**config.mk**
```make
export PLATFORM = sky130hd
export DESIGN_NAME = ocr_responder
export DESIGN_NICKNAME = d
export VERILOG_FILES = /design/src/inc/ocr_pkg.sv /design/src/core/ocr_responder.sv
export SDC_FILE = /design/constraint.sdc
export NUM_CORES = 1
export LEC_CHECK = 0
export ABC_CLOCK_PERIOD_IN_PS = 4800
export BUFFER_PORTS_ARGS = -buffer_cell sky130_fd_sc_hd__buf_2
export CAP_MARGIN = 20
export CORE_AREA = 10 10 211 213
export DETAILED_ROUTE_END_ITERATION = 6
export DIE_AREA = 0 0 221 223
export MAX_ROUTING_LAYER = met4
export PLACE_DENSITY = 0.36
export REMOVE_ABC_BUFFERS = 1
export SETUP_SLACK_MARGIN = 0.2
export SLEW_MARGIN = 20
export SYNTH_ARGS = -nofsm -noshare
export SYNTH_HDL_FRONTEND = slang
export SYNTH_SLANG_ARGS = --single-unit
```
**constraint.sdc**
```tcl
create_clock -name clk_sys -period 4.8 [get_ports clk_sys]
set_input_delay 1.2 -clock clk_sys [delete_from_list [all_inputs] [get_ports clk_sys]]
set_output_delay 1.2 -clock clk_sys [all_outputs]
set_load 0.1 [all_outputs]
```
**src/inc/ocr_pkg.sv**
```systemverilog
/*
  Package for the over-current fault responder: command codes, field
  positions, reset values, state codes and the command request carrier.
  Assumes one clock domain and a PMBus transport decoded elsewhere.
*/
package ocr_pkg;

  // ----------------------------------------------------------------------
  // Command codes of the registers
  // ----------------------------------------------------------------------
  localparam logic [7:0] OCR_CMD_THRESHOLD = 8'h46; // Fault threshold
  localparam logic [7:0] OCR_CMD_ACTION = 8'h47; // Response setting
  localparam logic [7:0] OCR_CMD_FLOOR = 8'h48; // Low-voltage floor
  localparam logic [7:0] OCR_CMD_UNIT = 8'hd2; // Delay time unit

  // ----------------------------------------------------------------------
  // Field positions of the response setting
  // ----------------------------------------------------------------------
  localparam int OCR_ACT_HI = 7; // Action field top bit
  localparam int OCR_ACT_LO = 6; // Action field low bit
  localparam int OCR_RETRY_HI = 5; // Restart-count top bit
  localparam int OCR_RETRY_LO = 3; // Restart-count low bit
  localparam int OCR_DLY_HI = 2; // Delay-count top bit
  localparam int OCR_DLY_LO = 0; // Delay-count low bit

  // Linear format: 5-bit exponent above an 11-bit mantissa
  localparam int OCR_LIN_EXP_LO = 11; // Exponent low bit
  localparam int OCR_LIN_BIAS = 16; // Shift bias so exponents are >= 0

  // ----------------------------------------------------------------------
  // Codes
  // ----------------------------------------------------------------------
  localparam logic [1:0] OCR_ACT_BRICKWALL = 2'h0; // Limit, ignore voltage
  localparam logic [1:0] OCR_ACT_LV_LIMIT = 2'h1; // Limit above floor
  localparam logic [1:0] OCR_ACT_DELAY = 2'h2; // Limit for a delay
  localparam logic [1:0] OCR_ACT_HOLD_OFF = 2'h3; // Off while fault
  localparam logic [2:0] OCR_RETRY_NONE = 3'h0; // No restart attempt
  localparam logic [2:0] OCR_RETRY_ENDLESS = 3'h7; // Restart forever

  // ----------------------------------------------------------------------
  // Values after reset
  // ----------------------------------------------------------------------
  localparam logic [15:0] OCR_RST_THRESHOLD = 16'h7bff; // Largest current
  localparam logic [7:0] OCR_RST_ACTION = 8'h00; // Brickwall, no retry
  localparam logic [15:0] OCR_RST_FLOOR = 16'h0000; // No floor
  localparam logic [15:0] OCR_RST_UNIT = 16'h0001; // One cycle per unit
  localparam logic [23:0] OCR_RST_TIMER = 24'h000000; // Idle timer

  // ----------------------------------------------------------------------
  // Types
  // ----------------------------------------------------------------------
  typedef enum logic [2:0] {
    OCR_ST_RUN = 3'b000, // Output on, no over-current
    OCR_ST_LIMIT = 3'b001, // Output on, current limited
    OCR_ST_RETRY_WAIT = 3'b010, // Output off, waiting to restart
    OCR_ST_LATCH_OFF = 3'b011, // Output off until fault clear
    OCR_ST_HOLD_OFF = 3'b100 // Output off while over-current lasts
  } ocr_state_t;

  typedef struct packed {
    logic valid; // Command strobe, one cycle
    logic write; // High for write, low for read
    logic [7:0] code; // Command code
    logic [15:0] wdata; // Write data, low bits used for bytes
  } ocr_cmd_t;

endpackage

```
**src/core/ocr_responder.sv**
```systemverilog
/*
  Over-current fault responder: holds the threshold, response, floor and
  delay-unit settings, compares measured current, limits, shuts down,
  restarts and reports the fault.
  Assumes PMBus transport, measurements and fault clear come from logic
  on clk_sys, already decoded into command strobes.
*/
//
// Function
// - Hold 16-bit linear-format current threshold.
// - Action bits 7:6, restart count bits 5:3.
// - Any action sets fault flag, alerts host.
// - Action 00 limits current indefinitely, brickwall.
// - Action 01 limits; shuts down below floor.
// - Action 10 limits for delay, then shuts.
// - Action 11 disables output while fault persists.
// - Count 000 stays off until cleared.
// - Counts 1..4 retry that often, then latch.
// - Count 111 retries without limit.
// - Restart interval equals the delay span, 2^n units.
// - Delay count means 2^n units; unit at D2.
// - Counts 5,6; endless retry ends on off/fault.
// - Floor is unsigned 16-bit voltage at 48.
`timescale 1ns/1ns
module ocr_responder (
  input wire logic clk_sys, // System clock, 100 MHz
  input wire logic arst_n, // Asynchronous reset, active low
  input wire ocr_pkg::ocr_cmd_t cmd, // Command request
  output logic cmd_ack, // Command answered, one cycle
  output logic [15:0] cmd_rdata, // Read data, valid with cmd_ack
  input wire logic [15:0] iout_meas, // Output current, linear format
  input wire logic [15:0] vout_meas, // Output voltage, exponent -12
  input wire logic output_on_cmd, // Output commanded on
  input wire logic other_fault, // Another fault shut the unit down
  input wire logic fault_clear, // Clear faults, one cycle
  output logic output_enable, // Power stage enabled
  output logic current_limit, // Regulate current at threshold
  output logic oc_fault_flag, // Sticky over-current status bit
  output logic host_alert, // Host notification, level
  output logic [2:0] retries_left // Restart attempts remaining
);
  import ocr_pkg::*;

  // ----------------------------------------------------------------------
  // State
  // ----------------------------------------------------------------------
  typedef struct packed {
    logic [15:0] threshold; // Over-current threshold
    logic [7:0] action; // Response setting
    logic [15:0] floor; // Low-voltage floor
    logic [15:0] unit; // Delay unit in clock cycles
    ocr_state_t state; // Response state
    logic [23:0] timer; // Delay and restart timer
    logic [2:0] left; // Restart attempts remaining
    logic flag; // Sticky fault flag
    logic ack; // Command answer strobe
    logic [15:0] rdata; // Read data
    logic out_en; // Output enable
    logic limit; // Current limit active
  } ocr_regs_t;

  ocr_regs_t r; // Registered state
  ocr_regs_t next_r; // Next state

  // ----------------------------------------------------------------------
  // Helpers
  // ----------------------------------------------------------------------
  // Linear value to a common fixed point; the bias keeps shifts positive
  function automatic logic signed [42:0] lin_value(input logic [15:0] v);
    logic signed [42:0] m;
    logic [5:0] sh;
    m = 43'(signed'(v[OCR_LIN_EXP_LO-1:0]));
    sh = 6'(signed'(v[15:OCR_LIN_EXP_LO])) + 6'(OCR_LIN_BIAS);
    return m <<< sh;
  endfunction

  // Cycles of a delay: 2^n units
  function automatic logic [23:0] delay_cycles(input logic [15:0] u,
                                               input logic [2:0] n);
    return {8'h00, u} << n;
  endfunction

  logic over_current; // Current at or above threshold
  logic below_floor; // Voltage under the floor
  logic [1:0] act; // Selected action
  logic [2:0] retry; // Restart-count setting
  logic [23:0] delay; // Delay in cycles
  logic [23:0] timer_inc; // Timer plus one

  assign over_current = lin_value(iout_meas) >= lin_value(r.threshold);
  assign below_floor = vout_meas < r.floor;
  assign act = r.action[OCR_ACT_HI:OCR_ACT_LO];
  assign retry = r.action[OCR_RETRY_HI:OCR_RETRY_LO];
  assign delay = delay_cycles(r.unit, r.action[OCR_DLY_HI:OCR_DLY_LO]);
  assign timer_inc = r.timer + 24'h000001;

  // ----------------------------------------------------------------------
  // Next-state logic
  // ----------------------------------------------------------------------
  // One process for everything: registers, flag, and the response machine
  always_comb begin
    next_r = r;
    next_r.ack = 1'b0;
    // Command decode; unmapped codes read as zero, writes are dropped
    if (cmd.valid) begin
      next_r.ack = 1'b1;
      next_r.rdata = 16'h0000;
      case (cmd.code)
        OCR_CMD_THRESHOLD: begin
          next_r.rdata = r.threshold;
          if (cmd.write) begin
            next_r.threshold = cmd.wdata;
          end
        end
        OCR_CMD_ACTION: begin
          next_r.rdata = {8'h00, r.action};
        end
        OCR_CMD_FLOOR: begin
          next_r.rdata = r.floor;
          if (cmd.write) begin
            next_r.floor = cmd.wdata;
          end
        end
        OCR_CMD_UNIT: begin
          next_r.rdata = r.unit;
          if (cmd.write) begin
            next_r.unit = cmd.wdata;
          end
        end
        default: begin
          next_r.rdata = 16'h0000;
        end
      endcase
    end
    // Shutdown and restart machine
    case (r.state)
      OCR_ST_RUN: begin
        if (over_current) begin
          // Action 11 drops the output, the others start limiting
          if (act == OCR_ACT_HOLD_OFF) begin
            next_r.state = OCR_ST_HOLD_OFF;
          end else begin
            next_r.state = OCR_ST_LIMIT;
            next_r.timer = OCR_RST_TIMER;
          end
        end
      end
      OCR_ST_LIMIT: begin
        if (!over_current) begin
          next_r.state = OCR_ST_RUN;
          next_r.timer = OCR_RST_TIMER;
        end else if (act == OCR_ACT_HOLD_OFF) begin
          // Switched to action 11 while limiting: drop, never latch
          next_r.state = OCR_ST_HOLD_OFF;
          next_r.timer = OCR_RST_TIMER;
        end else if ((act == OCR_ACT_LV_LIMIT && below_floor) ||
                     (act == OCR_ACT_DELAY && timer_inc >= delay)) begin
          // Shut down; a spent count latches, endless never does
          next_r.timer = OCR_RST_TIMER;
          if (retry == OCR_RETRY_ENDLESS) begin
            next_r.state = OCR_ST_RETRY_WAIT;
          end else if (retry == OCR_RETRY_NONE || r.left == 3'h0) begin
            next_r.state = OCR_ST_LATCH_OFF;
          end else begin
            next_r.state = OCR_ST_RETRY_WAIT;
          end
        end else begin
          next_r.timer = timer_inc;
        end
      end
      OCR_ST_RETRY_WAIT: begin
        if (!output_on_cmd || other_fault) begin
          next_r.state = OCR_ST_LATCH_OFF;
        end else if (timer_inc >= delay) begin
          // Start the next attempt; a limited count is decremented as it starts
          next_r.state = OCR_ST_RUN;
          next_r.timer = OCR_RST_TIMER;
          if (retry != OCR_RETRY_ENDLESS) begin
            next_r.left = r.left - 3'h1;
          end
        end else begin
          next_r.timer = timer_inc;
        end
      end
      OCR_ST_LATCH_OFF: begin
        if (fault_clear) begin
          next_r.state = OCR_ST_RUN;
        end
      end
      OCR_ST_HOLD_OFF: begin
        if (!over_current) begin
          next_r.state = OCR_ST_RUN;
        end
      end
      default: begin
        next_r.state = OCR_ST_LATCH_OFF;
      end
    endcase
    // Rewriting the setting or clearing faults reloads the attempts
    if (cmd.valid && cmd.write && cmd.code == OCR_CMD_ACTION) begin
      next_r.action = cmd.wdata[7:0];
      next_r.left = cmd.wdata[OCR_RETRY_HI:OCR_RETRY_LO];
    end else if (fault_clear) begin
      next_r.left = retry;
    end
    // New delay settings restart the timer so no span starts overrun
    if (cmd.valid && cmd.write &&
        (cmd.code == OCR_CMD_ACTION || cmd.code == OCR_CMD_UNIT)) begin
      next_r.timer = OCR_RST_TIMER;
    end
    // Sticky flag: an event in the clearing cycle still sets it
    if (fault_clear) begin
      next_r.flag = 1'b0;
    end
    if (over_current) begin
      next_r.flag = 1'b1;
    end
    // Outputs follow the next state so they come from flip-flops
    next_r.out_en = output_on_cmd && (next_r.state == OCR_ST_RUN ||
                                      next_r.state == OCR_ST_LIMIT);
    next_r.limit = next_r.state == OCR_ST_LIMIT;
  end

  // ----------------------------------------------------------------------
  // Registers
  // ----------------------------------------------------------------------
  // Single register bank; reset loads constants only
  always_ff @(posedge clk_sys or negedge arst_n) begin
    if (!arst_n) begin
      r.threshold <= OCR_RST_THRESHOLD;
      r.action <= OCR_RST_ACTION;
      r.floor <= OCR_RST_FLOOR;
      r.unit <= OCR_RST_UNIT;
      r.state <= OCR_ST_RUN;
      r.timer <= OCR_RST_TIMER;
      r.left <= OCR_RST_ACTION[OCR_RETRY_HI:OCR_RETRY_LO];
      r.flag <= 1'b0;
      r.ack <= 1'b0;
      r.rdata <= 16'h0000;
      r.out_en <= 1'b0;
      r.limit <= 1'b0;
    end else begin
      r <= next_r;
    end
  end

  // ----------------------------------------------------------------------
  // Outputs
  // ----------------------------------------------------------------------
  assign cmd_ack = r.ack;
  assign cmd_rdata = r.rdata;
  assign output_enable = r.out_en;
  assign current_limit = r.limit;
  assign oc_fault_flag = r.flag;
  assign host_alert = r.flag;
  assign retries_left = r.left;

  logic wr_act; // Response setting written this cycle
  assign wr_act = cmd.valid && cmd.write && cmd.code == OCR_CMD_ACTION;
endmodule // ocr_responder

```
# Word level (Yosys, flattened, before mapping)
# Index checks and enable logic that the tools add are counted.
# word_totals
regBits	106
latchBits	0
ram_bits	0
rom_bits	0
input_bits	63
out_inout_bits	24
elab_cells	93
n_memories	0
# op_classes
add_sub_neg	4
multipliers	0
div_mod_pow	0
order_cmp	3
eq_ne	18
shift	3
n_mux	27
n_bitwise	0
reduce_logical	26
# op_table
operator	n
27-bit two-way mux	4
24-bit two-way mux	4
11-bit by 6-bit <<< shifter with 43-bit output	2
24-bit case mux with 3 select lines	1
16-bit case mux with 4 select lines	1
43-bit >= comparator	1
3-bit two-way mux	11
24-bit by 1-bit adder with 24-bit output, second input constant	1
8-bit by 7-bit equality test with 1-bit output, second input constant	3
24-bit >= comparator	1
16-bit by 3-bit left shift with 24-bit output	1
17-bit two-way mux	1
16-bit less-than comparator	1
3-bit inequality test, second input constant	5
3-bit case mux with 5 select lines	1
5-bit by 6-bit adder with 6-bit output, second input constant	2
3-bit logical NOT	4
3-bit AND reduction	3
3-bit nonzero test	3
8-bit equality test, second input constant	1
4-bit AND reduction	2
3-bit by 1-bit equality test with 1-bit output, second input constant	2
3-bit by 2-bit equality test with 1-bit output, second input constant	2
3-bit equality test, second input constant	2
other kinds (9)	22

# Depth between registers and ports, before layout
# depth
ltp_word	11
ltp_mapped	21
ltp_nobuf	18

# Worst setup path after synthesis
# No wires, ideal clock.
# synth_path
kind	input to register
start	in iout_meas[11]
end	reg r[45] (netlist bit)
setup_ns	0.126
arrival_ns	5.024
t_required_ns	4.674
path_slack_ns	-0.350
path_stages	19
path_buffers	4
cell_sequence	clkbuf_1 > clkbuf_1 > mux2i_1 > a21oi_1 > mux2i_1 > mux2i_1 > a21bo_2 > ha_1 > a211oi_2 > o22ai_1 > nor4_1 > nor3_1 > or4b_4 > nand4_1 > o2bb2a_4 > buf_6 > nor2b_4 > buf_6 > a221o_1
# synth_between
elab_chain_len	6
word_cells_on_any_way	8
cone_classes	add/sub: 1; order compare: 1; eq/ne: 1; shift: 1; mux: 3; reduce/logical: 1
# synth_rtl
item	line_no	text
start: declaration	ocr_responder.sv:31	input wire logic [15:0] iout_meas,
5-bit by 6-bit adder with 6-bit output (*)	ocr_responder.sv:73	sh = 6'(signed'(v[15:OCR_LIN_EXP_LO])) + 6'(OCR_LIN_BIAS);
11-bit by 6-bit <<< shifter with 43-bit output (*)	ocr_responder.sv:74	return m <<< sh;
43-bit >= comparator (*)	ocr_responder.sv:90	assign over_current = lin_value(iout_meas) >= lin_value(r.threshold);
27-bit two-way mux	ocr_responder.sv:149	if (!over_current) begin
24-bit case mux with 3 select lines	ocr_responder.sv:136	case (r.state)
24-bit two-way mux	ocr_responder.sv:207	if (cmd.valid && cmd.write &&
end signal: assignment	ocr_responder.sv:243	r <= next_r;
end: declaration	ocr_responder.sv:62	ocr_regs_t r;
# Mark *: on every way between the ends. The rest lies on a longest branch, timed or not.
# A chain may end at the register's enable or synchronous reset.

# Worst setup path after layout
# layout_path
start	in iout_meas[12]
end	reg r[33] (netlist bit)
# Same word-level chain as after synthesis.

==> out/results.txt <==
The flow ran to the end, and the final reports show no timing, DRC or antenna violations. The floorplan has 74 rows. The standard cell with the maximum stage delay on the critical path was sky130_fd_sc_hd__or4b_4. The routed design uses 15.9 mm of met2 wire.

The fraction of layout cells with a size suffix above 1 works out to 0.331. 0 antenna diodes ended up in the layout. Routed signal wires occupy layers up through met4. For the standard cell area after detailed placement, the log shows 11000 µm². The total buffers and inverters traversed by the critical path is 2.

The launch instance of the worst min-delay path is cmd_rdata[12]. The final worst-path cycle share is 0.957, and the post-detailed-route count of antenna-violating nets is 0. Once routing completed, OpenROAD measured the worst setup slack at 209 ps.

The analysis attributes to cell leakage a power of 5.20 nW. The total overflow left after global routing is 0. CTS saw 106 sinks. The number of placed instances, taps included, is 1741. The setup path with the least slack is of type input pin to flop. At the worst endpoint, the required time is 5060 ps. Compared with the post-synthesis result, the final layout area differs by 27.3%. The family of cells with the greatest summed delay on the critical path was compound AO/OA/AOI/OAI gates.

The core area was 40400 µm². The number of buffer cells added on primary ports works out to 86. The share of the synthesized netlist area taken by xor and xnor gates works out to 0.0210. The detailed router put a total of 17.0 mm of wire on met1. The count of cell types in the netlist came out at 81.

The synthesized flop and latch total was 106. The tools report the sum of routed wire length over all layers as 34.0 mm. At the later pin of the worst-skew pair, clock insertion delay measures 370 ps.

Across the run, the number of max-cap violations was 0. Maximum operating frequency: 0.218 GHz. The remaining max-slew budget at the tightest pin came out at 0.287. Counting I/O delays and the setup requirement, the final critical path takes 4590 ps.

The total count of max-transition violations in the final report came out at 0. The clock-pin slew reported for the worst setup and hold paths after clock tree synthesis was 80 ps. The proportion of synthesized chip area in sequential cells was 0.280. The total vias in the final route was 8759; the post-route clock skew was 9.83 ps. After detailed routing, the number of vias per cell comes to 4.93. Effective utilization at floorplan: 0.236. The number of hold buffers added after CTS came out at 0. Dividing the detail-routed wire length by the instance count gives 19.2 µm.

The origin of the critical flop-to-flop path was r[101]. For the count of routing violations after the opening detailed-route iteration, the log shows 448. Among all flip-flop cells after synthesis, the most frequent one is sky130_fd_sc_hd__dfrtp_1.

After detailed routing, the number of remaining DRC violations is 0. Setup repair after global routing could not meet its margin everywhere. The highest cell delay on the worst timing path is 580 ps. The length in cells of the worst reg-to-reg path came out at 17. The run gives 1384 as the number of nets in the final layout.

No sink is reached through more buffers than the 2 on the longest clock path. The final count of hold timing violations is 0. The simple-gate portion of the synthesized area was 0.175. TritonCTS built the clock tree.

The post-synthesis adder-cell area fraction is 0.109. The number of instances in the synthesized netlist is 1114, and the worst-path maximum fanout is 9. The average instance in the mapped netlist occupies 8.55 µm². For the global-route wire length before repair, the log shows 53.0 mm.

For the cell area after synthesis, the log shows 9530 µm². For the top-level I/O count, the log shows 87. The die is 221 µm wide. The number of fillers in the final layout is 4410. STA classifies the critical path endpoint as a flop. The tools report the launching element type of the critical path as an input pin. The run gives 5 as the number of iterations in the first detailed-routing pass. The logs give 26.3 mm for the half-perimeter wire length after detailed placement and 0 for the number of antenna violations at the first check in global routing. The Yosys step of the flow raised 0 warnings.

The path with the worst hold slack has its endpoint at cmd_rdata[12]. The number of endpoints failing setup at the final stage was 0. The data arrival time of the worst path was 4850 ps. The deepest level of the CTS H-tree came out at 3. Buffers inserted during clock tree synthesis total 9.

Walking the worst path, the cells encountered are buf_8 > mux4_2 > nand2_2 > nand2_2 > o21ai_2 > o21ai_1 > ha_1 > a211oi_2 > o21ai_1 > a211oi_2 > a21oi_2 > or4b_4 > nand4_1 > o2bb2a_4 > nor2b_4 > clkbuf_16 > a221o_2. For the maximum number of pins on one net before global-route repair, the log shows 62. The run gives 12100 µm² as the cell area after layout. Before CTS, the worst setup slack after placement is -668 ps. On the final layout, the worst hold slack is 527 ps. Dividing total power by cell area gives a power density of 227 nW/µm². The tools report the length of routed met3 wiring as 745 µm.

Proportion of synthesized flip-flops having asynchronous set or reset: 1.00. The run gives 1775 as the final cell count without fillers. IR analysis of the VDD net gives a maximum drop of 139 µV. The die is 223 µm tall.

The compound-cell area share of the yosys netlist is 0.202. Leaving out fill and tap cells, the most frequent cells in the layout are sky130_fd_sc_hd__nor2_1 (103), sky130_fd_sc_hd__buf_4 (102), sky130_fd_sc_hd__nand2_1 (100). The multiplexer share of the synthesized area came out at 0.142. The worst hold path passes through 2 cells. For the reg2reg setup slack, the log shows 260 ps.

Via count of the first global-routing pass: 8936. Type of the tightest min-delay check: flop to flop. Leaving out fill and tap cells, the most frequent cell in the layout is sky130_fd_sc_hd__nor2_1. The endpoint identified for the worst register-to-register timing path is r[33]. For the pin with the worst max-slew slack, the measured transition is 1070 ps.

Total die area: 49300 µm². The main combinational cell family by area after synthesis is compound AO/OA/AOI/OAI gates. For the total global routing track utilization, the log shows 0.138. End-of-flow core utilization: 0.300. The buffer cell driving the clock tree root is sky130_fd_sc_hd__clkbuf_16. At the end of routability-driven placement, the weighted congestion stood at 0.796. The number of enable flip-flop cells after synthesis came out at 0.
-- report_power, final --
| part | internal (W) | switching (W) |
|---|---|---|
| Clock | 0.000371 | 0.000383 |
| Combinational | 0.000428 | 0.000598 |
| Sequential | 0.000928 | 0.0000441 |
-- worst max-delay path by stage --
stage,end,slack [ps],depth (start not counted),from
3_3_place_gp,r[25],-680,21,iout_meas[11]
6_report,r[33],210,17,iout_meas[12]
5_1_grt,r[25],80,21,r[24]
4_1_cts,r[31],170,18,iout_meas[11]
2_1_floorplan,r[29],230,16,iout_meas[11]
3_5_place_dp,r[25],-670,21,iout_meas[11]
-- final cells by class --
cell class,count,area [µm²],share of cell area
multi-input combinational,859,6740,0.556
sequential,106,2670,0.220
timing repair buffer,206,1550,0.128
clock inverter,5,40.0,0.00330
clock buffer,11,243,0.0200
inverter,56,218,0.0180
tap,532,666,0.0549
-- registers in the layout, indices dropped and copies added (netlist names) --
| signal | cells |
|---|---|
| r | 81 |
| cmd_rdata | 16 |
| retries_left | 3 |
| act | 2 |
| cmd_ack | 1 |
| current_limit | 1 |
| host_alert | 1 |
| output_enable | 1 |
-- per-stage QoR --
step                      power, W  TNS, ps
after floorplan            0.00148        0
after global placement     0.00188   -16020
after detailed placement   0.00187   -15530
after CTS                  0.00274        0
after global routing       0.00292        0
final                      0.00275        0
-- worst register-to-register path: stages, from the launching register on --
cell	delay, ps
sky130_fd_sc_hd__dfstp_2	670
sky130_fd_sc_hd__mux2_2	380
sky130_fd_sc_hd__o21ai_0	150
sky130_fd_sc_hd__buf_4	140
sky130_fd_sc_hd__o22a_1	210
sky130_fd_sc_hd__a22oi_1	110
sky130_fd_sc_hd__o22ai_1	290
sky130_fd_sc_hd__ha_2	350
sky130_fd_sc_hd__and4_1	180
sky130_fd_sc_hd__and4bb_1	220
sky130_fd_sc_hd__o21ai_0	100
sky130_fd_sc_hd__a21oi_2	60
sky130_fd_sc_hd__or4b_4	580
sky130_fd_sc_hd__nand4_1	170
sky130_fd_sc_hd__o2bb2a_4	200
sky130_fd_sc_hd__nor2b_4	80
sky130_fd_sc_hd__clkbuf_16	160
sky130_fd_sc_hd__a221o_2	370
-- cell usage after synthesis, types with 6 or more instances --
library cell               number  area [µm²]
sky130_fd_sc_hd__a211oi_1      18         135
sky130_fd_sc_hd__nand3_1       40         200
sky130_fd_sc_hd__dfrtp_1       91        2280
sky130_fd_sc_hd__nand2_1      106         398
sky130_fd_sc_hd__nor2b_1       10        62.6
sky130_fd_sc_hd__nor2_1       110         413
sky130_fd_sc_hd__nand2b_1       9        56.3
sky130_fd_sc_hd__buf_4         22         165
sky130_fd_sc_hd__o22ai_1       24         150
sky130_fd_sc_hd__a221oi_1      12         105
sky130_fd_sc_hd__o21ai_0       70         350
sky130_fd_sc_hd__buf_1         10        37.5
sky130_fd_sc_hd__and3_1         6        37.5
sky130_fd_sc_hd__mux2i_1       61         611
sky130_fd_sc_hd__a222oi_1       8        80.1
sky130_fd_sc_hd__a22o_1        18         158
sky130_fd_sc_hd__xnor2_1       16         140
sky130_fd_sc_hd__nand4_1       14        87.6
sky130_fd_sc_hd__clkbuf_1      53         199
sky130_fd_sc_hd__nor3_1         8        40.0
sky130_fd_sc_hd__mux2_2        60         676
sky130_fd_sc_hd__dfstp_2       15         394
sky130_fd_sc_hd__a31oi_1        7        43.8
sky130_fd_sc_hd__ha_1          83        1040
sky130_fd_sc_hd__a221o_1       11         110
sky130_fd_sc_hd__a22oi_1       10        75.1
sky130_fd_sc_hd__inv_1         55         206
sky130_fd_sc_hd__a21oi_1       61         305
-- repair_timing --
| action | CTS | global route |
|---|---|---|
| endpoints found under the setup margin | 28 | 30 |
| cloned | 1 | 2 |
| pin swaps | 23 | 42 |
| setup buffers | 12 | 3 |
| gates resized for setup | 79 | 67 |
-- metal layers --
layer / up-vias / GRT usage
li1: 4330 / -
met1: 4293 / 0.185
met2: 117 / 0.220
met3: 19 / 0.0165
met4: 0 / 0.0276
met5: - / -
-- cells by family (layout without fill, tap and decap cells) --
kind of cell	count (synthesis)	after routing
AO/OA/AOI/OAI	286	286
XOR/XNOR	22	22
adder cells (fa/ha/maj)	83	83
buffers and inverters	149	278
flip-flops	106	106
multiplexers	124	124
AND/OR/NAND/NOR	344	344
(Power assumes the default switching activity.)
